===== src/core/frm_cfg.svh =====
// constants for the reference monitor and rate control block
`ifndef FRM_CFG_SVH
`define FRM_CFG_SVH
// system clock rate and the rate at which bandwidth figures are nominal
`define FRM_CLK_HZ 32'h0098_9680
`define FRM_NOMINAL_HZ 32'h00B7_1B00
// reference absent after this many microseconds without an edge
`define FRM_TIMEOUT_US 32'h0000_1B58
`define FRM_TIMEOUT_CYC (`FRM_TIMEOUT_US * (`FRM_CLK_HZ / 32'h000F_4240))
// period deviation tolerated before the reference counts as unstable
`define FRM_TOL_CYC 32'h0000_0008
// stable periods needed to accept a rate, never above the detect limit
`define FRM_DETECT_PERIODS 32'h0000_0004
`define FRM_DETECT_LIMIT 32'h0000_0018
// bandwidth cap divisor 23.4 held in tenths
`define FRM_BW_CAP_TENTHS 32'h0000_00EA
// rate window half width in percent
`define FRM_RATE_TOL_PCT 32'h0000_0002
`endif


===== src/core/frm_pkg.sv =====
// types for the reference monitor and rate control block
`default_nettype none
package frm_pkg;
  typedef enum logic [1:0] {
    MODE_SYNTH = 2'h0,
    MODE_MULT = 2'h1,
    MODE_SMART = 2'h2
  } pll_mode_t;
  typedef enum logic [3:0] {
    ST_IDLE = 4'h1,
    ST_TRACK = 4'h2,
    ST_HOLD = 4'h4,
    ST_UNLOCK = 4'h8
  } lock_state_t;
  typedef struct packed {
    logic absent;
    logic unstable;
    logic invalid;
  } err_flags_t;
  typedef struct packed {
    logic [15:0] frame_sync_out_div;
    logic [2:0] duty;
    logic [7:0] bclk_div;
  } frame_cfg_t;
endpackage : frm_pkg
`default_nettype wire


===== src/core/freq_ref_monitor.sv =====
// reference monitor, holdover, loop bandwidth and automatic rate control
//
// Operation
// - absent flag latches while reference absent; write-one clear refused while absent
// - unstable flag latches on unstable or absent; clear refused meanwhile
// - smart mode freezes the loop ratio on a bad reference, output keeps running
// - holdover only after a valid reference moved the device into multiplier operation
// - plain multiplier mode stays unlocked while reference is lost, relocks on return
// - after holdover resync; same frequency keeps lock
// - bandwidth is base 1..128 Hz times 1 or 16, 1..2048 Hz
// - bandwidth capped at reference over 23.4, rounded down to a step
// - bandwidth scales with system clock; figures nominal at 12 MHz
// - rate control classifies the reference rate and derives the ratio
// - master frequency code picks 1x, 2x, 4x of family base; code 3 undefined
// - new rate detected within 24 stable reference periods
// - a rate jump marks the reference unstable, so lock drops and relocks at the new rate
// - frame sync follows the reference rate, duty from the duty field
// - bit clock from divider field: master clock division or frame multiple
// - unsupported bit clock division disables all clock outputs until valid
// - invalid configuration flag latches; clear refused while invalid
// - new frame and bit clock settings take effect at frame end
`timescale 1ns/1ps
`default_nettype none
`include "frm_cfg.svh"
module freq_ref_monitor #(
  parameter int TIMEOUT_CYC = `FRM_TIMEOUT_CYC,
  parameter int TOL_CYC = `FRM_TOL_CYC,
  parameter int DETECT_PERIODS = `FRM_DETECT_PERIODS,
  parameter int RW = 16
) (
  input wire logic CLK_IN,
  input wire logic RST_N_IN,
  input wire logic REF_CLK_IN,
  input wire frm_pkg::pll_mode_t MODE_IN,
  input wire logic SYNTH_RATIO_NONZERO_IN,
  input wire logic [RW-1:0] RATIO_IN,
  input wire logic [2:0] LOOP_BANDWIDTH_BASE_IN,
  input wire logic LOOP_BANDWIDTH_MULTIPLIER_IN,
  input wire logic RATE_CONTROL_ENABLE_IN,
  input wire logic [1:0] RATE_CONTROL_MASTER_FREQ_IN,
  input wire logic RATE_CONTROL_BITCLK_MODE_IN,
  input wire logic [7:0] RATE_CONTROL_BITCLK_DIVIDER_IN,
  input wire logic [15:0] FRAME_SYNC_OUT_DIV_IN,
  input wire logic [7:0] BCLK_DIV_IN,
  input wire logic [2:0] FRAME_SYNC_DUTY_IN,
  input wire logic FRAME_END_IN,
  input wire frm_pkg::err_flags_t FLAG_CLEAR_IN,
  output frm_pkg::err_flags_t FLAGS_OUT,
  output logic [RW-1:0] LOOP_RATIO_OUT,
  output logic [3:0] BANDWIDTH_LOG2_OUT,
  output frm_pkg::frame_cfg_t FRAME_CFG_OUT,
  output logic CLK_OUTPUTS_EN_OUT,
  output logic LOCKED_OUT,
  output logic HOLDOVER_OUT,
  output logic [2:0] RATE_INDEX_OUT
);
  // ****************************************
  // reset and reference input conditioning
  // ****************************************
  logic [1:0] rst_sync;
  logic rst_n;
  logic r1, r2, r3, ref_lvl, next_ref_lvl, ref_rise;

  // reset released through two flops
  always_ff @(posedge CLK_IN or negedge RST_N_IN) begin
    if (!RST_N_IN) rst_sync <= 2'h0;
    else rst_sync <= {rst_sync[0], 1'b1};
  end
  assign rst_n = rst_sync[1];

  // three flops; level only moves once the last two agree, so is not read
  always_ff @(posedge CLK_IN or negedge rst_n) begin
    if (!rst_n) begin
      r1 <= 1'b0;
      r2 <= 1'b0;
      r3 <= 1'b0;
      ref_lvl <= 1'b0;
    end else begin
      r1 <= REF_CLK_IN;
      r2 <= r1;
      r3 <= r2;
      ref_lvl <= next_ref_lvl;
    end
  end
  assign next_ref_lvl = (r2 == r3) ? r3 : ref_lvl;
  assign ref_rise = next_ref_lvl & ~ref_lvl;

  // ****************************************
  // period measurement, presence and stability
  // ****************************************
  logic [19:0] cnt, period;
  logic seen, have_period, unstable_lat, present, ref_ok;
  logic [4:0] stable_n;
  logic [19:0] diff;

  assign diff = (cnt + 20'h0_0001 > period) ? (cnt + 20'h0_0001 - period)
                                            : (period - cnt - 20'h0_0001);

  // time between rising edges; counter saturates at the absence timeout
  always_ff @(posedge CLK_IN or negedge rst_n) begin
    if (!rst_n) begin
      cnt <= 20'h0_0000;
      period <= 20'h0_0000;
      seen <= 1'b0;
      have_period <= 1'b0;
      unstable_lat <= 1'b0;
      stable_n <= 5'h00;
    end else if (ref_rise) begin
      cnt <= 20'h0_0000;
      seen <= 1'b1;
      have_period <= seen & present;
      period <= cnt + 20'h0_0001;
      // a period far from the last one marks the reference unstable
      unstable_lat <= have_period & (diff > 20'(TOL_CYC));
      if (have_period && diff <= 20'(TOL_CYC) && stable_n != 5'h1F)
        stable_n <= stable_n + 5'h01;
      else if (!(have_period && diff <= 20'(TOL_CYC)))
        stable_n <= 5'h00;
    end else if (cnt < 20'(TIMEOUT_CYC)) begin
      cnt <= cnt + 20'h0_0001;
    end else begin
      // timeout: forget history so return needs fresh stable periods
      have_period <= 1'b0;
      stable_n <= 5'h00;
    end
  end
  assign present = seen & (cnt < 20'(TIMEOUT_CYC));

  // ****************************************
  // rate classification and ratio derivation
  // ****************************************
  logic rate_hit;
  logic [2:0] rate_idx;
  logic [RW-1:0] arc_ratio, new_ratio;
  logic [RW-1:0] fam_base;
  logic arc_on;

  function automatic logic [31:0] rate_hz(input logic [2:0] i);
    case (i)
      3'h0: rate_hz = 32'h0000_7D00;
      3'h1: rate_hz = 32'h0000_AC44;
      3'h2: rate_hz = 32'h0000_BB80;
      3'h3: rate_hz = 32'h0001_5888;
      3'h4: rate_hz = 32'h0001_7700;
      3'h5: rate_hz = 32'h0002_B110;
      default: rate_hz = 32'h0002_EE00;
    endcase
  endfunction

  // master clock cycles per reference period at code 00
  function automatic logic [RW-1:0] rate_ratio(input logic [2:0] i);
    case (i)
      3'h0: rate_ratio = RW'(16'h0180);
      3'h1, 3'h2: rate_ratio = RW'(16'h0100);
      3'h3, 3'h4: rate_ratio = RW'(16'h0080);
      default: rate_ratio = RW'(16'h0040);
    endcase
  endfunction

  // nearest supported rate within the percentage window
  always_comb begin
    logic [63:0] lhs;
    lhs = 64'h0;
    rate_hit = 1'b0;
    rate_idx = 3'h0;
    for (int i = 0; i < 7; i++) begin
      lhs = 64'(period) * 64'(rate_hz(3'(i))) * 64'h64;
      if (lhs >= 64'(`FRM_CLK_HZ) * 64'(32'h64 - `FRM_RATE_TOL_PCT) &&
          lhs <= 64'(`FRM_CLK_HZ) * 64'(32'h64 + `FRM_RATE_TOL_PCT)) begin
        rate_hit = 1'b1;
        rate_idx = 3'(i);
      end
    end
  end

  assign arc_on = RATE_CONTROL_ENABLE_IN;
  assign fam_base = rate_ratio(rate_idx);
  assign arc_ratio = fam_base << RATE_CONTROL_MASTER_FREQ_IN;
  assign new_ratio = arc_on ? arc_ratio : RATIO_IN;
  // good reference: present, stable long enough, and a known rate under rate control
  assign ref_ok = present & ~unstable_lat & (32'(stable_n) >= 32'(DETECT_PERIODS)) &
                  (~arc_on | rate_hit);

  // ****************************************
  // lock and holdover state machine
  // ****************************************
  frm_pkg::lock_state_t state, next_state;
  logic fam44, fam44_prev;
  logic smart;

  assign smart = (MODE_IN == frm_pkg::MODE_SMART);
  assign fam44 = rate_idx[0] & (rate_idx != 3'h6);

  // holdover is reachable only from tracking, never from start-up
  always_comb begin
    next_state = state;
    case (state)
      frm_pkg::ST_IDLE:
        if (ref_ok) next_state = frm_pkg::ST_TRACK;
      frm_pkg::ST_TRACK:
        if (!ref_ok)
          next_state = smart ? frm_pkg::ST_HOLD : frm_pkg::ST_UNLOCK;
        else if (arc_on && fam44 != fam44_prev)
          next_state = frm_pkg::ST_UNLOCK; // family jump cannot be held
      frm_pkg::ST_HOLD:
        if (ref_ok)
          // same ratio resumes seamlessly, otherwise relock
          next_state = (new_ratio == LOOP_RATIO_OUT) ? frm_pkg::ST_TRACK
                                                     : frm_pkg::ST_UNLOCK;
      frm_pkg::ST_UNLOCK:
        if (ref_ok) next_state = frm_pkg::ST_TRACK;
      default: next_state = frm_pkg::ST_IDLE;
    endcase
    if (MODE_IN == frm_pkg::MODE_SYNTH) next_state = frm_pkg::ST_IDLE;
  end

  always_ff @(posedge CLK_IN or negedge rst_n) begin
    if (!rst_n) state <= frm_pkg::ST_IDLE;
    else state <= next_state;
  end

  // family copied every cycle except while tracking a bad reference, so a family change seen while tracking forces relock
  always_ff @(posedge CLK_IN or negedge rst_n) begin
    if (!rst_n) fam44_prev <= 1'b0;
    else if (state != frm_pkg::ST_TRACK || ref_ok) fam44_prev <= fam44;
  end

  // ratio follows the reference while tracking, frozen in holdover
  always_ff @(posedge CLK_IN or negedge rst_n) begin
    if (!rst_n) LOOP_RATIO_OUT <= '0;
    else if (MODE_IN == frm_pkg::MODE_SYNTH) LOOP_RATIO_OUT <= RATIO_IN;
    else if (next_state == frm_pkg::ST_TRACK) LOOP_RATIO_OUT <= new_ratio;
  end

  // lock and running indicators; synth mode counts as locked
  logic run;
  always_ff @(posedge CLK_IN or negedge rst_n) begin
    if (!rst_n) begin
      LOCKED_OUT <= 1'b0;
      HOLDOVER_OUT <= 1'b0;
      run <= 1'b0;
    end else begin
      LOCKED_OUT <= (MODE_IN == frm_pkg::MODE_SYNTH) |
                    (next_state == frm_pkg::ST_TRACK) | (next_state == frm_pkg::ST_HOLD);
      HOLDOVER_OUT <= (next_state == frm_pkg::ST_HOLD);
      run <= (MODE_IN == frm_pkg::MODE_SYNTH) | (next_state == frm_pkg::ST_TRACK) |
             (next_state == frm_pkg::ST_HOLD) |
             (smart & SYNTH_RATIO_NONZERO_IN & (next_state == frm_pkg::ST_IDLE));
    end
  end

  // ****************************************
  // loop bandwidth
  // ****************************************
  logic [3:0] bw_req, bw_cap;

  // steps are powers of two: base 2^code, modifier adds four octaves
  assign bw_req = {1'b0, LOOP_BANDWIDTH_BASE_IN} + {1'b0, LOOP_BANDWIDTH_MULTIPLIER_IN, 2'h0};

  // largest step k with 2^k * 23.4 <= fref; fref measured in system cycles
  always_comb begin
    logic [47:0] lhs;
    lhs = 48'h0;
    bw_cap = 4'hB;
    if (present && have_period) begin
      bw_cap = 4'h0;
      for (int k = 1; k < 12; k++) begin
        lhs = (48'(period) << k) * 48'(`FRM_BW_CAP_TENTHS);
        if (lhs <= 48'(`FRM_CLK_HZ) * 48'hA) bw_cap = 4'(k);
      end
    end
  end

  // code is nominal at 12 MHz; the loop's rate scales with this clock
  always_ff @(posedge CLK_IN or negedge rst_n) begin
    if (!rst_n) BANDWIDTH_LOG2_OUT <= 4'h0;
    else BANDWIDTH_LOG2_OUT <= (bw_req > bw_cap) ? bw_cap : bw_req;
  end

  // ****************************************
  // frame sync and bit clock configuration
  // ****************************************
  frm_pkg::frame_cfg_t pend;
  logic [RW-1:0] bdiv_full;
  logic bdiv_exact, cfg_bad, applied;

  function automatic logic div_supported(input logic [RW-1:0] d);
    case (d)
      RW'(1), RW'(2), RW'(3), RW'(4), RW'(6), RW'(8), RW'(12), RW'(16),
      RW'(24), RW'(32), RW'(48), RW'(64): div_supported = 1'b1;
      default: div_supported = 1'b0;
    endcase
  endfunction

  // bit clock as master division, or master cycles per frame over bits per frame
  always_comb begin
    bdiv_full = RW'(RATE_CONTROL_BITCLK_DIVIDER_IN);
    bdiv_exact = (RATE_CONTROL_BITCLK_DIVIDER_IN != 8'h00);
    if (RATE_CONTROL_BITCLK_MODE_IN && bdiv_exact) begin
      bdiv_full = arc_ratio / RW'(RATE_CONTROL_BITCLK_DIVIDER_IN);
      bdiv_exact = (arc_ratio % RW'(RATE_CONTROL_BITCLK_DIVIDER_IN)) == '0;
    end
  end

  // unsupported division or undefined master code is an invalid setup
  assign cfg_bad = arc_on & ref_ok &
                   ((RATE_CONTROL_MASTER_FREQ_IN == 2'h3) | ~bdiv_exact |
                    ~div_supported(bdiv_full));

  // frame rate equals reference rate: one frame per reference period
  always_comb begin
    pend.duty = FRAME_SYNC_DUTY_IN;
    pend.frame_sync_out_div = arc_on ? 16'(arc_ratio) : FRAME_SYNC_OUT_DIV_IN;
    pend.bclk_div = arc_on ? 8'(bdiv_full) : BCLK_DIV_IN;
  end

  // settings swap at frame end, or at once on the first load after reset, so no frame is cut short
  always_ff @(posedge CLK_IN or negedge rst_n) begin
    if (!rst_n) begin
      FRAME_CFG_OUT <= '0;
      applied <= 1'b0;
    end else if ((FRAME_END_IN || !applied) && !cfg_bad) begin
      FRAME_CFG_OUT <= pend;
      applied <= 1'b1;
    end
  end

  // clock outputs off while invalid; resume as soon as config is valid
  always_ff @(posedge CLK_IN or negedge rst_n) begin
    if (!rst_n) CLK_OUTPUTS_EN_OUT <= 1'b0;
    else CLK_OUTPUTS_EN_OUT <= run & ~cfg_bad;
  end

  always_ff @(posedge CLK_IN or negedge rst_n) begin
    if (!rst_n) RATE_INDEX_OUT <= 3'h0;
    else if (ref_ok) RATE_INDEX_OUT <= rate_idx;
  end

  // ****************************************
  // latched error flags
  // ****************************************
  // set wins over clear, and clear is refused while the cause persists
  always_ff @(posedge CLK_IN or negedge rst_n) begin
    if (!rst_n) begin
      FLAGS_OUT <= '0;
    end else begin
      if (!present) FLAGS_OUT.absent <= 1'b1;
      else if (FLAG_CLEAR_IN.absent) FLAGS_OUT.absent <= 1'b0;
      if (!present || unstable_lat) FLAGS_OUT.unstable <= 1'b1;
      else if (FLAG_CLEAR_IN.unstable) FLAGS_OUT.unstable <= 1'b0;
      if (cfg_bad) FLAGS_OUT.invalid <= 1'b1;
      else if (FLAG_CLEAR_IN.invalid) FLAGS_OUT.invalid <= 1'b0;
    end
  end

endmodule : freq_ref_monitor
`default_nettype wire


===== config.mk =====
export PLATFORM = sky130hd
export DESIGN_NAME = freq_ref_monitor
export DESIGN_NICKNAME = d
export VERILOG_FILES = /design/src/core/frm_pkg.sv /design/src/core/freq_ref_monitor.sv
export VERILOG_INCLUDE_DIRS = /design/src /design/src/core
export SDC_FILE = /design/constraint.sdc
export NUM_CORES = 2
export LEC_CHECK = 0
export ABC_AREA = 1
export BUFFER_PORTS_ARGS = -buffer_cell sky130_fd_sc_hd__buf_2
export CORE_UTILIZATION = 35
export DETAILED_ROUTE_END_ITERATION = 7
export PLACE_DENSITY = 0.47
export SLEW_MARGIN = 20
export SYNTH_ARGS = -nofsm -noshare
export SYNTH_HDL_FRONTEND = slang
export SYNTH_SLANG_ARGS = --single-unit

===== constraint.sdc =====
create_clock -name CLK_IN -period 3.9 [get_ports CLK_IN]
set_input_delay 0.39 -clock CLK_IN [delete_from_list [all_inputs] [get_ports CLK_IN]]
set_output_delay 0.39 -clock CLK_IN [all_outputs]
set_load 0.03 [all_outputs]

==> flow_results.org <==
** Outcome
- The run finished, with violations left.
- Failing checks :: setup timing

** Critical path
- Start point of the critical path :: period[9]
- The startpoint identified for the worst register-to-register timing path is period[9].
- Required time reported for the critical path endpoint :: 4.22 ns
- The cell that appears most often on the critical path is nand2_1.
- Arrival time reported for the critical path endpoint :: 28.74 ns
- The worst setup path is captured at a flip-flop.
- Cell with the largest stage delay on the worst path :: fa_1
- WS Path Type :: flip-flop to flip-flop
- Along the worst path, the maximum fanout reaches 7.
- For this run, the slowest stage of the critical path takes 0.56 ns.
- CP startpoint kind :: flip-flop

** Finish
- Layout area overhead :: 51.9%
- Count of non-filler cells in the finished layout :: 8939
- Share of the core filled with cells :: 0.535
- The net count of the finished layout is 8495.
- The finished cells cover 59200 um2.
- Fraction of layout instances using a drive strength above 1 :: 0.370

** Yosys
- Counting flops with an async set or reset pin after synthesis yields a share of 1.00.
- Synthesis produced a netlist whose cell count is 5509.
- Synth Area per Inst :: 7.07 um2
- Yosys printed 0 warnings.
- The fraction of the mapped netlist area in compound gates is 0.107.
- After synthesis, the cell types taking the most area are ha_1, fa_1, inv_1.
- The synthesized netlist contains 81 unique library cells.
- Leading register cell type out of synthesis :: dfrtp_1
- The share of synthesized area in the top cell type comes to 0.221.
- By area, the combinational part of the netlist is dominated by adder cells.
- Number of synthesized register bits :: 117
- Synthesized-area fraction occupied by xor and xnor cells :: 0.0609
- Post-synth top area cell :: ha_1
- Adder and majority cell fraction of the synthesized area :: 0.376
- Yosys mapped a number of flops with a built-in enable equal to 0.
- For this run, the register share of the synthesized area comes to 0.0752.
- Of the total synthesized cell area, the portion taken by AND, OR, NAND and NOR gates is 0.258.
- Mux cell area share after synthesis :: 0.000257
- In this run the cell area of the synthesized design comes to 39000 um2.

** Floorplanning
- From bottom edge to top edge, the die measures 336 um.
- For this configuration, the core starts out at a cell density of 0.352.
- The total area inside the core boundary comes to 111000 um2.
- Site row count :: 122
- The floorplan step set the die width to 336 um.
- During I/O placement, the number of pins put on the boundary was 125.
- Full die area :: 113000 um2

** Detailed routing
- Once detail routing completed, the nets flagged for antenna violations numbered 0.
- Routed length per placed instance :: 14.8 um
- DRC violation count after routing :: 0
- DR vias :: 41264
- Dividing the detail-routed via count by the number of cells gives 4.62.
- The detailed router finished its first iteration with 1754 violations.
- Total length of routed wires :: 133000 um
- Pre-Repair DR Iteration Count :: 6

** GRT
- Overall Global Routing Usage :: 0.233
- The initial antenna violation count is 1.
- The via count of the first global-routing pass is 41341.
- For met3 alone, demand over resource in global routing was 0.00924.
- Met2 routing resource usage after global routing :: 0.414
- For this run the aggregate overflow at the end of global routing stands at 0.
- Entering global routing, the biggest net connects 64 pins.
- Wire length of the first global-routing pass :: 212000 um
- In the global route stage, met1 resource usage came out at 0.311.
- Global route hottest layer :: met2

** Clock tree
- The clock drives 117 sinks.
- Clock Tree Root :: clkbuf_16
- TritonCTS built the clock tree.
- Depth of the CTS H-tree :: 4
- Worst-path clk slew :: 0.06 ns
- The clock passes through at most 2 buffers.
- TritonCTS created 17 clock buffers.
- Skew-Pair Late Insertion Delay :: 0.44 ns

** Timing
- Dividing the final minimum period by the clock period gives 7.29.
- The number of endpoints with negative hold slack in the final report came to 0.
- Worst slew margin relative to its limit :: 0.354
- After layout, the worst setup slack is -24.52 ns.
- Worst clock skew :: 0.0166 ns
- The number of max-slew violations in the final report was 0.
- Transition time at the pin with the least slew margin :: 0.970 ns
- Setup violations remaining at the end of the flow were counted as 67.
- Based on the critical path, the design can be clocked at up to 35.2 MHz.
- Min Tclk post-route :: 28.42 ns
- Setup repair after global routing missed its margin :: yes

** Placement
- At the placement stage, the worst setup path has a slack of -26.06 ns.
- Post-detailed-placement half-perimeter wirelength :: 113000 um
- The placed instances occupy a cell area of 53600 um2.
- Count of placed standard cells including taps :: 8636
- Gpl congestion :: 0.918
- The count of buffers added on input and output ports is 124.

** Flow run
- Max-cap viol count :: 0

** Hold path
- Hold Path Origin :: REF_CLK_IN
- In this run the worst hold path is classified as input pin to flip-flop.
[cells in the final DEF (no fill, tap or decap), types with 47 or more instances in the layout]
master   synthesis  routed
ha_1           689     609
xor2_1         199     188
inv_1         1160    1116
dfrtp_1        116     103
nor3_1          62      47
buf_2            1     125
xnor2_1         70      69
inv_2           17      53
o21ai_2         15      60
nand2_4         26      62
nand4_1         76      76
nand2_1       1124    1010
ha_4             0      73
a21oi_1        285     223
nor2_1         386     320
buf_4            6    1747
o21ai_0        218     134
nand3_1        300     262
buf_6            4      48
nand3_2         39      63
a21oi_2          3      57
fa_1           300     298
nand2_2         53     129
[cells in the mapped netlist, drive strengths merged (21+ instances only)]
cell type / instances
xnor2: 70
a21oi: 291
o21bai: 40
inv: 1181
nand2: 1205
clkbuf: 27
nand4: 77
nor3: 63
nand3b: 23
nor2: 414
dfrtp: 116
fa: 300
a21o: 23
nand3: 348
o21ai: 246
xor2: 200
or2: 29
nor4: 21
ha: 689
[flip-flops by register name, summed over array words and instances, names as in the netlist, 2 cells and up]
signal / cells
RATE_INDEX_OUT: 3
LOOP_RATIO_OUT: 16
cnt: 20
FRAME_CFG_OUT: 27
stable_n: 5
BANDWIDTH_LOG2_OUT: 4
period: 20
state: 4
rst_sync: 2
FLAGS_OUT: 3
[routing by layer]
metal / routed length (um) / part of all wire / vias to the layer above
met1: 62600 / 0.47 / 19248
li1: - / - / 21476
met5: 0 / 0 / -
met2: 64800 / 0.49 / 423
met4: 3030 / 0.023 / 0
met3: 2200 / 0.017 / 117
[path summary, 6_finish.rpt]
check / cells past startpoint / to / slack [ns]
hold reg to reg: 0 / rst_sync[1] / 0.35
setup / recovery: 223 / applied / -24.52
hold / removal: 1 / r1 / 0.06
max in group asynchronous: 1 / state[0] / 2.43
min in group asynchronous: 2 / rst_sync[1] / 0.27
setup reg to reg: 223 / applied / -24.52
[worst max-delay path, delay by kind of cell, from the launching register on]
| family | cells | cell delay (ns) |
|---|---|---|
| and+or+nand+nor | 106 | 9.54 |
| adders and majority gates | 23 | 7.42 |
| AOI/OAI and AO/OA | 51 | 6.89 |
| buffers and inverters | 41 | 3.76 |
| DFF | 1 | 0.42 |
| xor gates and xnor gates | 2 | 0.31 |
[area by class of cell]
cell class | count | area (um2)
diodes | 1 | 2.50
multi-input cells | 4168 | 34400
repair inverters | 1 | 6.26
well taps | 1488 | 1860
clock buffers | 20 | 447
flip-flops and latches | 117 | 2950
clock inverters | 12 | 225
repair buffers | 1948 | 14800
fillers | 10782 | 51300
inverters | 1184 | 4500
[through the flow]
stage / hold slack [ns] / TNS [ns]
2_1_floorplan: 0.0944 / -924.75
3_3_place_gp: 0.176 / -991.12
3_5_place_dp: 0.178 / -1009.09
4_1_cts: 0.0403 / -932.39
5_1_grt: 0.0426 / -1027.05
6_report: 0.0599 / -950.12
[cell families after synthesis]
logic type,count (synthesis)
buffers and inverters,1228
AND/OR/NAND/NOR,2191
adder cells (fa/ha/maj),990
XOR/XNOR,270
flip-flops,117
AO/OA/AOI/OAI,710
multiplexers,1
other,2
[repair_timing]
action | 4_1_cts | 5_1_grt
resized for setup | 334 | 329
pin swaps | 246 | 231
buffers inserted | 195 | 79
gates cloned | 7 | 2
hold buffers | 1 | 0
setup endpoints to repair | 67 | 67
hold endpoints to repair | 2 | 0
Power is left out: the tool's default activity adds up to more than one toggle a clock period on the data nets, which glitch-free logic cannot reach.
